## src/logic/amt_pkg.sv

```systemverilog
// Purpose: Shared constants of the automute threshold and delay register bank
// Assumes: 50 MHz pclk, registers reached over APB with 32-bit data
// Notes: Register indices are kept; the byte address is four times the index
package amt_pkg;
	// Register indices and the word-address width they are compared against
	localparam int AMT_IDX_W = 10;
	localparam logic [9:0] AMT_IDX_SILENCE = 10'h014;
	localparam logic [9:0] AMT_IDX_OUT_OFS = 10'h015;
	localparam logic [9:0] AMT_IDX_STATUS = 10'h018;
	// Reset values
	localparam logic [7:0] AMT_SILENCE_RST = 8'h00;
	localparam logic [7:0] AMT_OUT_OFS_RST = 8'h00;
	// Field positions: every field is one nibble
	localparam int AMT_LO_LSB = 0;
	localparam int AMT_HI_LSB = 4;
	localparam int AMT_NIB_W = 4;
	// Shared silence delay decode
	localparam logic [3:0] AMT_DLY_FINE_MAX = 4'h4;
	localparam logic [6:0] AMT_DLY_COARSE_MS = 7'h0a;
	localparam logic [3:0] AMT_DLY_COARSE_BASE = 4'h4;
	// Threshold decode
	localparam logic [4:0] AMT_THR_MIN_BIT = 5'h01;
	localparam logic [3:0] AMT_OFS_NEG_BASE = 4'h8;
	// Back-end reset period decode
	localparam logic [3:0] AMT_BE_SAT_CODE = 4'ha;
	localparam int AMT_BE_SAT_MS = 10;
	localparam int AMT_BE_SHORT_US = 100;
	// Timing
	localparam int AMT_CLK_HZ = 50000000;
	localparam int AMT_MS_CYC = AMT_CLK_HZ / 1000;
	localparam int AMT_BE_SHORT_CYC = (AMT_CLK_HZ / 1000000) * AMT_BE_SHORT_US;
	// Status register layout
	localparam int AMT_ST_OUT_LSB = 8;
	localparam int AMT_ST_BE_BIT = 16;
endpackage

```

## src/logic/amt_tick_div.sv

```systemverilog
// Purpose: Free-running divider giving a one-cycle pulse per period
// Assumes: Single pclk domain
// Notes: The pulse comes from a flip-flop
module amt_tick_div #(
	parameter int CYC = 50000
) (
	// Clock and reset
	input wire logic pclk,
	input wire logic presetn,
	// Period pulse
	output logic tick_ff
);
	localparam int CW = $clog2(CYC);
	logic [CW-1:0] cnt_ff;

	// Count down and pulse on wrap
	always_ff @(posedge pclk or negedge presetn) begin
		if (!presetn) begin
			cnt_ff <= '0;
			tick_ff <= 1'b0;
		end else if (cnt_ff == '0) begin
			cnt_ff <= CW'(CYC - 1);
			tick_ff <= 1'b1;
		end else begin
			cnt_ff <= cnt_ff - 1'b1;
			tick_ff <= 1'b0;
		end
	end
endmodule // amt_tick_div

```

## src/logic/amt_chan_det.sv

```systemverilog
// Purpose: Silence detector for one channel stream
// Assumes: Samples are two's complement, tick_ms is a one-cycle pulse per ms
// Notes: Mute engages after more than dly_ms whole ms of unbroken silence
module amt_chan_det #(
	parameter int SW = 24
) (
	// Clock and reset
	input wire logic pclk,
	input wire logic presetn,
	input wire logic tick_ms,
	// Sample stream
	input wire logic smp_vld,
	input wire logic [SW-1:0] smp_data,
	// Settings
	input wire logic [4:0] thr_bit,
	input wire logic [6:0] dly_ms,
	// Result
	output logic mute_ff
);
	logic [SW-1:0] mag;
	logic quiet;
	logic [4:0] shamt;
	logic silent_ff;
	logic [7:0] cnt_ff;

	// Magnitude; the most negative value maps to 2^(SW-1) correctly
	assign mag = smp_data[SW-1] ? (~smp_data + 1'b1) : smp_data;
	// Threshold bits count from 1 at the LSB: below bit k means a magnitude under 2^(k-1)
	assign shamt = (thr_bit == 5'h00) ? 5'h00 : thr_bit - 5'h01;
	assign quiet = ((mag >> shamt) == '0);

	// Track whether the latest sample was below threshold
	always_ff @(posedge pclk or negedge presetn) begin
		if (!presetn) begin
			silent_ff <= 1'b0;
		end else if (smp_vld) begin
			silent_ff <= quiet;
		end
	end

	// Count whole ms ticks of silence, saturating
	always_ff @(posedge pclk or negedge presetn) begin
		if (!presetn) begin
			cnt_ff <= '0;
		end else if (smp_vld && !quiet) begin
			cnt_ff <= '0;
		end else if (silent_ff && tick_ms && cnt_ff != 8'hff) begin
			cnt_ff <= cnt_ff + 1'b1;
		end
	end

	// Engage after the delay, release on the first loud sample
	always_ff @(posedge pclk or negedge presetn) begin
		if (!presetn) begin
			mute_ff <= 1'b0;
		end else if (smp_vld && !quiet) begin
			mute_ff <= 1'b0;
		end else if (silent_ff && cnt_ff > {1'b0, dly_ms}) begin
			mute_ff <= 1'b1;
		end
	end
endmodule // amt_chan_det

```

## src/logic/amt_regs_top.sv

```systemverilog
// Purpose: Automute threshold and delay register bank with silence detection
// Assumes: APB3 slave, one wait state on every access, 50 MHz pclk
// Notes: Eight channels, input and output streams time-multiplexed by channel
//
// Our own choice: the APB slave port.
module amt_regs_top #(
	parameter int SW = 24,
	parameter int NCH = 8,
	parameter int MS_CYC = amt_pkg::AMT_MS_CYC,
	parameter int BE_SHORT_CYC = amt_pkg::AMT_BE_SHORT_CYC
) (
	// Clock and reset
	input wire logic pclk,
	input wire logic presetn,
	// APB slave
	input wire logic psel,
	input wire logic penable,
	input wire logic pwrite,
	input wire logic [11:0] paddr,
	input wire logic [31:0] pwdata,
	output logic [31:0] prdata_ff,
	output logic pready_ff,
	output logic pslverr_ff,
	// Input-side samples
	input wire logic in_vld,
	input wire logic [2:0] in_chan,
	input wire logic [SW-1:0] in_data,
	// Output-side samples
	input wire logic out_vld,
	input wire logic [2:0] out_chan,
	input wire logic [SW-1:0] out_data,
	// Back-end reset
	input wire logic be_reset_req,
	output logic be_reset_ff,
	// Mute flags
	output logic [NCH-1:0] in_mute_ff,
	output logic [NCH-1:0] out_mute_ff
);
	import amt_pkg::*;

	localparam int BE_W = $clog2(AMT_BE_SAT_MS * MS_CYC + 1);

	logic [7:0] silence_ff;
	logic [7:0] out_ofs_ff;
	logic [3:0] dly_code;
	logic [3:0] thr_code;
	logic [3:0] ofs_code;
	logic [3:0] be_code;
	logic [6:0] dly_ms;
	logic [4:0] thr_in;
	logic [4:0] thr_out;
	logic signed [6:0] thr_sum;
	logic [3:0] be_ms;
	logic [BE_W-1:0] be_len;
	logic [BE_W-1:0] be_cnt_ff;
	logic [3:0] be_code_ff;
	logic [BE_W:0] hlp_run_ff;
	logic tick_ms;
	logic [9:0] idx;
	logic hit_silence;
	logic hit_out_ofs;
	logic hit_status;
	logic mapped;
	logic acc;
	logic wr_take;
	logic [31:0] rd_mux;
	logic [NCH-1:0] in_mute;
	logic [NCH-1:0] out_mute;

	// Field split
	assign dly_code = silence_ff[AMT_LO_LSB +: AMT_NIB_W];
	assign thr_code = silence_ff[AMT_HI_LSB +: AMT_NIB_W];
	assign ofs_code = out_ofs_ff[AMT_HI_LSB +: AMT_NIB_W];
	assign be_code = out_ofs_ff[AMT_LO_LSB +: AMT_NIB_W];

	// Shared silence delay in whole ms
	always_comb begin
		if (dly_code <= AMT_DLY_FINE_MAX) begin
			dly_ms = {3'h0, dly_code} + 7'h01;
		end else begin
			dly_ms = 7'({3'h0, dly_code - AMT_DLY_COARSE_BASE} * AMT_DLY_COARSE_MS);
		end
	end

	// Input threshold bit position
	always_comb begin
		if ({1'b0, thr_code} < AMT_THR_MIN_BIT + 5'h01) begin
			thr_in = AMT_THR_MIN_BIT;
		end else begin
			thr_in = {1'b0, thr_code};
		end
	end

	// Output threshold relative to the input one, floored at bit 0
	always_comb begin
		if (ofs_code == 4'h0 || ofs_code == AMT_OFS_NEG_BASE) begin
			thr_sum = 7'(thr_in);
		end else if (ofs_code < AMT_OFS_NEG_BASE) begin
			thr_sum = 7'(thr_in) + 7'(ofs_code);
		end else begin
			thr_sum = 7'(thr_in) - 7'(ofs_code - AMT_OFS_NEG_BASE);
		end
		thr_out = (thr_sum < 0) ? 5'h00 : thr_sum[4:0];
	end

	// Back-end reset period length in cycles
	always_comb begin
		be_ms = (be_code >= AMT_BE_SAT_CODE) ? 4'(AMT_BE_SAT_MS) : be_code;
		if (be_code == 4'h0) begin
			be_len = BE_W'(BE_SHORT_CYC);
		end else begin
			be_len = BE_W'(int'(be_ms) * MS_CYC);
		end
	end

	// Millisecond timebase for the silence counters
	amt_tick_div #(
		.CYC(MS_CYC)
	) u_ms (
		.pclk(pclk),
		.presetn(presetn),
		.tick_ff(tick_ms)
	);

	// One input-side and one output-side detector per channel
	genvar g;
	generate
		for (g = 0; g < NCH; g++) begin : g_ch
			amt_chan_det #(
				.SW(SW)
			) u_in (
				.pclk(pclk),
				.presetn(presetn),
				.tick_ms(tick_ms),
				.smp_vld(in_vld && in_chan == 3'(g)),
				.smp_data(in_data),
				.thr_bit(thr_in),
				.dly_ms(dly_ms),
				.mute_ff(in_mute[g])
			);
			amt_chan_det #(
				.SW(SW)
			) u_out (
				.pclk(pclk),
				.presetn(presetn),
				.tick_ms(tick_ms),
				.smp_vld(out_vld && out_chan == 3'(g)),
				.smp_data(out_data),
				.thr_bit(thr_out),
				.dly_ms(dly_ms),
				.mute_ff(out_mute[g])
			);
		end
	endgenerate

	// Detector flags drive the ports directly from their flops
	assign in_mute_ff = in_mute;
	assign out_mute_ff = out_mute;

	// Back-end reset timer; a new request restarts the period
	always_ff @(posedge pclk or negedge presetn) begin
		if (!presetn) begin
			be_reset_ff <= 1'b0;
			be_cnt_ff <= '0;
			be_code_ff <= 4'h0;
		end else if (be_reset_req) begin
			be_reset_ff <= 1'b1;
			be_cnt_ff <= be_len - 1'b1;
			be_code_ff <= be_code;
		end else if (be_reset_ff) begin
			if (be_cnt_ff == '0) begin
				be_reset_ff <= 1'b0;
			end else begin
				be_cnt_ff <= be_cnt_ff - 1'b1;
			end
		end
	end

	// Address decode
	assign idx = paddr[11:2];
	assign hit_silence = (idx == AMT_IDX_SILENCE);
	assign hit_out_ofs = (idx == AMT_IDX_OUT_OFS);
	assign hit_status = (idx == AMT_IDX_STATUS);
	assign mapped = hit_silence || hit_out_ofs || hit_status;
	assign acc = psel && penable;
	assign wr_take = acc && pready_ff && pwrite;

	// Read mux, upper bits read as zero
	always_comb begin
		rd_mux = 32'h0000_0000;
		if (hit_silence) begin
			rd_mux[7:0] = silence_ff;
		end else if (hit_out_ofs) begin
			rd_mux[7:0] = out_ofs_ff;
		end else if (hit_status) begin
			rd_mux[NCH-1:0] = in_mute;
			rd_mux[AMT_ST_OUT_LSB +: NCH] = out_mute;
			rd_mux[AMT_ST_BE_BIT] = be_reset_ff;
		end
	end

	// One wait state: ready rises in the second access cycle
	always_ff @(posedge pclk or negedge presetn) begin
		if (!presetn) begin
			pready_ff <= 1'b0;
			pslverr_ff <= 1'b0;
			prdata_ff <= 32'h0000_0000;
		end else if (acc && !pready_ff) begin
			pready_ff <= 1'b1;
			pslverr_ff <= !mapped;
			prdata_ff <= pwrite ? 32'h0000_0000 : rd_mux;
		end else begin
			pready_ff <= 1'b0;
			pslverr_ff <= 1'b0;
			prdata_ff <= 32'h0000_0000;
		end
	end

	// Silence threshold and delay register
	always_ff @(posedge pclk or negedge presetn) begin
		if (!presetn) begin
			silence_ff <= AMT_SILENCE_RST;
		end else if (wr_take && hit_silence) begin
			silence_ff <= pwdata[7:0];
		end
	end

	// Output offset and back-end period register
	always_ff @(posedge pclk or negedge presetn) begin
		if (!presetn) begin
			out_ofs_ff <= AMT_OUT_OFS_RST;
		end else if (wr_take && hit_out_ofs) begin
			out_ofs_ff <= pwdata[7:0];
		end
	end

	// Cycle count of the current back-end reset period, for checking
	always_ff @(posedge pclk or negedge presetn) begin
		if (!presetn) begin
			hlp_run_ff <= '0;
		end else if (be_reset_req) begin
			hlp_run_ff <= '0;
		end else if (be_reset_ff) begin
			hlp_run_ff <= hlp_run_ff + 1'b1;
		end
	end
endmodule // amt_regs_top

```

## config.mk

```make
export PLATFORM = sky130hd
export DESIGN_NAME = amt_regs_top
export DESIGN_NICKNAME = d
export VERILOG_FILES = /design/src/logic/amt_pkg.sv /design/src/logic/amt_tick_div.sv /design/src/logic/amt_chan_det.sv /design/src/logic/amt_regs_top.sv
export SDC_FILE = /design/constraint.sdc
export NUM_CORES = 1
export LEC_CHECK = 0
export BUFFER_PORTS_ARGS = -buffer_cell sky130_fd_sc_hd__buf_4
export CORE_AREA = 2 2 173 175
export DETAILED_ROUTE_END_ITERATION = 7
export DIE_AREA = 0 0 175 177
export GPL_ROUTABILITY_DRIVEN = 1
export PLACE_DENSITY = 0.87
export SLEW_MARGIN = 25
export SYNTH_ARGS = -nofsm -noshare
export SYNTH_HDL_FRONTEND = slang
export SYNTH_SLANG_ARGS = --single-unit
```

## constraint.sdc

```tcl
create_clock -name pclk -period 5.65 [get_ports pclk]
set_input_delay 0.2825 -clock pclk [delete_from_list [all_inputs] [get_ports pclk]]
set_output_delay 0.2825 -clock pclk [all_outputs]
set_load 0.05 [all_outputs]
```

-- After elaboration in Yosys (flattened, before gate mapping)
Cells that the tools add are included.
- register bits after elaboration: 247
- word-level logic and storage cells: 376
- bits of input ports: 106
- reductions and logical operators: 137
- multiply operators: 2
- $add $sub $neg: 28
- mux-type cells: 92
- shifts and indexed selects: 2
- bitwise logic cells: 2
- $lt $le $gt $ge: 21
- equal/unequal tests: 35
- operators with widths (kind ; number):
    8-bit 2-to-1 mux ; 34
    8-bit by 1-bit adder with 8-bit output, second input constant ; 16
    8-bit by 7-bit greater-than comparator with 1-bit output ; 16
    8-bit inequality test, second input constant ; 16
    1-bit logical AND ; 86
    19-bit 2-to-1 mux ; 4
    2-bit nonzero test ; 33
    17-bit 2-to-1 mux ; 3
    24-bit by 1-bit adder with 24-bit output, second input constant ; 2
    24-bit zero test ; 2
    24-bit 2-to-1 mux ; 2
    24-bit NOT ; 2
    24-bit by 5-bit >> shifter with 24-bit output ; 2
    1-bit 2-to-1 mux ; 38
    19-bit by 1-bit subtractor with 19-bit output, second input constant ; 2
    10-bit by 5-bit equality test with 1-bit output, second input constant ; 3
    3-bit equality test, second input constant ; 8
    7-bit 2-to-1 mux ; 3
    19-bit zero test ; 1
    9-bit 2-to-1 mux ; 2
    16-bit zero test ; 1
    16-bit 2-to-1 mux ; 1
    16-bit by 1-bit subtractor with 16-bit output, second input constant ; 1
    4-bit by 12-bit multiplier with 15-bit output, second input constant ; 1
    other kinds (25) ; 40

-- Depth between registers and ports, before layout
- depth in word-level cells: 14
- mapped depth: 21
- gate-level depth less buffers: 19

-- By module
A second synthesis with hierarchy kept.
- cells, all modules: 4923
- area, all modules: 37243.2 um2
- modules (own cells, without submodules) (module ; sequential area each (um2) ; cells each ; times used ; area each (um2)):
    amt_chan_det at g_ch[0].u_in ... ; 250.2 ; 271 ; 15 ; 2003.2
    amt_regs_top ; 1376.3 ; 480 ; 1 ; 4209.0
    amt_chan_det at g_ch[3].u_in ; 250.2 ; 290 ; 1 ; 2139.6
    amt_tick_div ; 425.4 ; 88 ; 1 ; 847.1

-- Least setup slack after synthesis
Ideal clock, no wire load.
- kind: register to register
- start point: register silence_ff[6]
- end point: register g_ch[0].u_out.cnt_ff[0]
- library setup time: 0.149 ns
- period minus slack after synthesis: 5.081 ns
- data required time: 5.501 ns
- data arrival time: 4.933 ns
- path slack: 0.569 ns
- stages on the path, launching flop included: 20
- buffers on the path: 2
- cell sequence: dfrtp_1 > clkbuf_1 > nor2_1 > a21oi_1 > ha_1 > nor2b_1 > o211ai_1 > a21oi_1 > or2_2 > clkbuf_1 > inv_2 > ha_1 > nand3_1 > o22a_1 > o31ai_2 > a31oi_1 > a211oi_1 > a311oi_4 > nor4_2 > a21oi_1
- word-level cells in the longest chain between the ends: 14
- elaborated cells between the ends (all ways): 17
- ends and longest elaborated chain (item ; RTL line ; text):
    from (decl) ; amt_regs_top.sv:43 ; logic [7:0] silence_ff;
    from (signal assigned) ; amt_regs_top.sv:224 ; silence_ff <= pwdata[7:0];
    4-bit by 2-bit < comparator with 1-bit output ; amt_regs_top.sv:87 ; if ({1'b0, thr_code} < AMT_THR_MIN_BIT + 5'h01) begin
    4-bit 2-to-1 mux (*) ; amt_regs_top.sv:87 ;
    5-bit by 5-bit subtractor with 6-bit output or 5-bit by 4-bit adder with 6-bit output (tied branches) ; amt_regs_top.sv:101, amt_regs_top.sv:99 ;
    7-bit 2-to-1 mux ; amt_regs_top.sv:98 ; end else if (ofs_code < AMT_OFS_NEG_BASE) begin
    7-bit 2-to-1 mux (*) ; amt_regs_top.sv:96 ; if (ofs_code == 4'h0 || ofs_code == AMT_OFS_NEG_BASE) begin
    7-bit by 1-bit < comparator with 1-bit output ; amt_regs_top.sv:103 ; thr_out = (thr_sum < 0) ? 5'h00 : thr_sum[4:0];
    5-bit 2-to-1 mux (*) ; amt_regs_top.sv:103 ;
    5-bit by 1-bit subtractor with 5-bit output or 5-bit zero test (tied branches) ; amt_chan_det.sv:29 ; assign shamt = (thr_bit == 5'h00) ? 5'h00 : thr_bit - 5'h01;
    5-bit 2-to-1 mux (*) ; amt_chan_det.sv:29 ;
    24-bit by 5-bit >> shifter with 24-bit output (*) ; amt_chan_det.sv:30 ; assign quiet = ((mag >> shamt) == '0);
    24-bit zero test (*) ; amt_chan_det.sv:30 ;
    1-bit zero test (*) ; amt_chan_det.sv:45 ; end else if (smp_vld && !quiet) begin
    1-bit logical AND (*) ; amt_chan_det.sv:45 ;
    8-bit 2-to-1 mux or 2-bit nonzero test (tied branches) ; - ;
    to (signal assigned) ; amt_chan_det.sv:48 ; cnt_ff <= cnt_ff + 1'b1;
    to (decl) ; amt_chan_det.sv:24 ; logic [7:0] cnt_ff;
Mark *: on every way between the ends. The rest lies on a longest branch, timed or not.
A chain may end at the register's enable or synchronous reset.

-- Worst setup path after layout
- start point: register silence_ff[5]
- end point: register g_ch[0].u_out.cnt_ff[3]
Same word-level chain as after synthesis.

==> flow_summary_export.csv <==
group,metric,value,unit
worst_setup_path,cp-startpoint,"silence_ff[5]$_DFFE_PN0P_",
pwr,power_leakage,9.00,nW
sta,worstMarginPinSlew,989,ps
sta,skew,17.6,ps
worst_setup_path,cp-end-kind,"register",
hold_path,min_path_type,"primary input to register",
yosys,synth_edf_count,0,
cells_and_area,nFillCells,2228,
cells_and_area,drive_gt1_share,11.2,%
yosys,synth-xor-area-share,8.86,%
grt,antenna_found_initial,0,
yosys,synth_compound_area_share,19.4,%
floorplanning,die_area,31000,um2
yosys,yosys.area.top_type,"dfrtp_1",
clocking,cts-root-buf,"clkbuf_16",
sta,setup_tns,0,ps
floorplanning,core_area,29200,um2
worst_setup_path,arrival,5680,ps
yosys,synth_top_family_by_area,"compound AO/OA/AOI/OAI gates",
yosys,netlist_top_cells_area,"dfrtp_1 33%, ha_1 12%, xnor2_1 4.9%",
sta,setup_violations,0,
hold_path,hp-start,"pwdata[6]",
worst_setup_path,crit_type,"register to register",
routing,vias,15900,
routing,post-route-drc-count,0,
worst_setup_path,worstPathRequired,6090,ps
floorplanning,rows,63,
yosys,ys.flop_type,"dfrtp_1",
yosys,synthMuxAreaShare,2.90,%
routing,viasPerCell,6.32,
worst_setup_path,slowest_delay,440,ps
routing,initialDrtViolationCount,1417,
worst_setup_path,timing.rr.start,"silence_ff[5]$_DFFE_PN0P_",
worst_setup_path,startpoint_type,"register",
cells_and_area,fin_nets,2378,
yosys,yosys_warnings,0,
yosys,synth_top_cell_area_share,33.0,%
grt,grt_first_pass_wirelength,73.9,mm
sta,fin_crit_sh,92.8,%
routing,first_pass_iters,5,
worst_setup_path,crit_chain,"inv_1 > a21oi_2 > ha_1 > nor2b_1 > o211ai_1 > a21oi_1 > or2_2 > inv_2 > ha_1 > nand3_1 > o22a_1 > o31ai_4 > buf_4 > mux2i_1 > o311ai_2 > nor3_1 > o2111ai_4 > buf_8 > a21oi_1",
worst_setup_path,ff2ff_path_depth,19,
floorplanning,die_w,175,um
sta,hold_violations,0,
routing,wl,45.1,mm
yosys,syn_area,17600,um2
worst_setup_path,crit_fanout,80,
clocking,cts_tree,"built",
yosys,syn-instance-count,2019,
yosys,synth_fa_ha_area_share,12.2,%
yosys,synth-simple-area-share,19.2,%
floorplanning,start_util,60.1,%
cells_and_area,final_util,67.7,%
pwr,total_power,4.32,mW
sta,period_minus_slack,5240,ps
yosys,yosys-top-cells-count,"232 x dfrtp_1, 166 x ha_1, 164 x nor2_1",
grt,grt_max_degree,125,
placed_design,dp_hpwl,30.7,mm
cells_and_area,n_antenna_cell,0,
placed_design,place_congestion,0.933,
clocking,clk_pin_slew,60,ps
clocking,insertion_delay,540,ps
worst_setup_path,worstReg2RegEnd,"g_ch[0].u_out.cnt_ff[3]$_DFFE_PN0P_",
floorplanning,die_h,177,um
floorplanning,ios,157,
hold_path,holdPathEnd,"silence_ff[6]$_DFFE_PN0P_",
yosys,postSynthAreaPerCell,8.71,um2
sta,drv_slew,0,
yosys,synth_cell_types,78,
flow_run,drv_cap,0,
worst_setup_path,cp_slowest_cell,"dfrtp_1",
hold_path,holdPathStages,2,
yosys,yosysMostFrequentCell,"dfrtp_1",
worst_setup_path,reg2reg_slack,410,ps
routing,wl_per_cell,18.0,um
placed_design,io_buffers,115,
clocking,clock_path_buffers,3,
grt,grt_pass1_vias,15600,
placed_design,post-place-cells,2453,
yosys,ys_async_sr_fraction,100,%
routing,ant_nets,0,
clocking,htreeDepth,1,
sta,max_slew_margin,33.2,%
cells_and_area,multi_input_area,11200,um2
pwr,vdd_drop_max,0.206,mV
cells_and_area,layout.cells.non_filler,2513,
grt,overflow,0,
grt,track_usage,28.4,%
pwr,cellPowerDensity,218,nW/um2
cells_and_area,regArea,5810,um2
yosys,yosysSeqAreaShare,33.0,%
outcome,status,"complete, no violations",
sta,timing.hold.ws,29.8,ps
clocking,clock_sinks,232,
clocking,numCtsBuffers,26,
cells_and_area,area_growth,12.6,%
yosys,synth-seq-cells,232,
sta,clock.fmax,191,MHz
[how the worst max path moves through the flow]
stage                                     endpoint  slack (ps)  cells after the start
2_1_floorplan  g_ch[0].u_out.cnt_ff[0]$_DFFE_PN0P_         570                     19
3_3_place_gp     g_ch[2].u_out.mute_ff$_DFFE_PN0P_         280                     18
3_5_place_dp   g_ch[0].u_out.silent_ff$_DFFE_PN0P_          30                     18
4_1_cts        g_ch[3].u_out.cnt_ff[0]$_DFFE_PN0P_          40                     18
5_1_grt        g_ch[0].u_out.cnt_ff[3]$_DFFE_PN0P_         -20                     19
6_report       g_ch[0].u_out.cnt_ff[3]$_DFFE_PN0P_         410                     19
[area by class of cell]
class | count | area share, %
flip-flops and latches | 232 | 29.3
clock buffers | 38 | 3.92
multi-input cells | 1626 | 56.4
inverters | 68 | 1.29
repair buffers | 149 | 5.89
clock inverters | 10 | 0.714
well taps | 390 | 2.46
[layout by cell type (no fill, tap or decap), types with 8 or more instances in the layout]
cell             n
nand2b_1        30
or2_2            8
o31ai_1         19
o211ai_1        15
nand3_1         93
xnor2_1         99
mux2_2          16
and2_1          13
ha_1           166
dfrtp_1        232
o21bai_1        18
a31oi_1         88
o21a_1          51
nand4_1         41
clkbuf_8         8
xor2_1          79
a211oi_1         8
nor3_1          31
nor4_1          16
or4_1           10
nand2_1        159
a21oi_1        156
buf_4          138
nor2b_1         34
mux2i_1         32
o21ai_0         89
a22oi_1          9
inv_1           66
and3_1          28
o22ai_1          9
nor2_1         163
clkbuf_16       26
or3_1           19
dlygate4sd3_1    8
conb_1          15
[per-stage QoR]
step | instance area, um2 | setup slack, ps
floorplan | 17600 | 569
global placement | 18700 | 282
detailed placement | 18700 | 31.1
CTS | 19700 | 35.2
global route | 19800 | -18.5
finish | 19800 | 410
[power by group]
group          total, mW  leakage (nW)  switching [mW]  internal [mW]
clock               1.79         0.448           0.699           1.09
sequential          1.88          3.07           0.120           1.76
combinational      0.652          5.48           0.408          0.244
[state kept, by name, indices dropped and copies added (netlist names), 16 cells and up]
signal,flops
g_ch.u_out.cnt_ff,64
u_ms.cnt_ff,16
be_cnt_ff,19
g_ch.u_in.cnt_ff,64
prdata_ff,17
[kinds of logic after synthesis]
family | count (synthesis)
adder cells (fa/ha/maj) | 169
XOR/XNOR | 178
flip-flops | 232
AO/OA/AOI/OAI | 537
multiplexers | 49
other | 1
buffers and inverters | 175
AND/OR/NAND/NOR | 678
[metal layers]
layer	part of all wire, %	track usage, %	up-vias	wire [um]
met3	6.0	3.20	157	2710
li1	-	-	7488	-
met2	48	48.8	618	21700
met1	42	36.6	7626	18700
met4	4.5	12.0	0	2020
met5	0	0	-	0
[critical path, delay by kind of cell (launching register included)]
kind,cells,cell delay [ps]
AOI/OAI and AO/OA,8,1990
adders and majority gates,2,530
buffers and inverters,4,900
DFF,1,440
and+or+nand+nor,4,960
muxes,1,240
[timing repair]
action | 4_1_cts | 5_1_grt
setup buffers | 0 | 4
hold buffers | 8 | 0
setup endpoints to repair | 0 | 80
resized for setup | 0 | 16
hold endpoints to repair | 132 | 0
No activity file was read; power rests on OpenSTA's default activity.
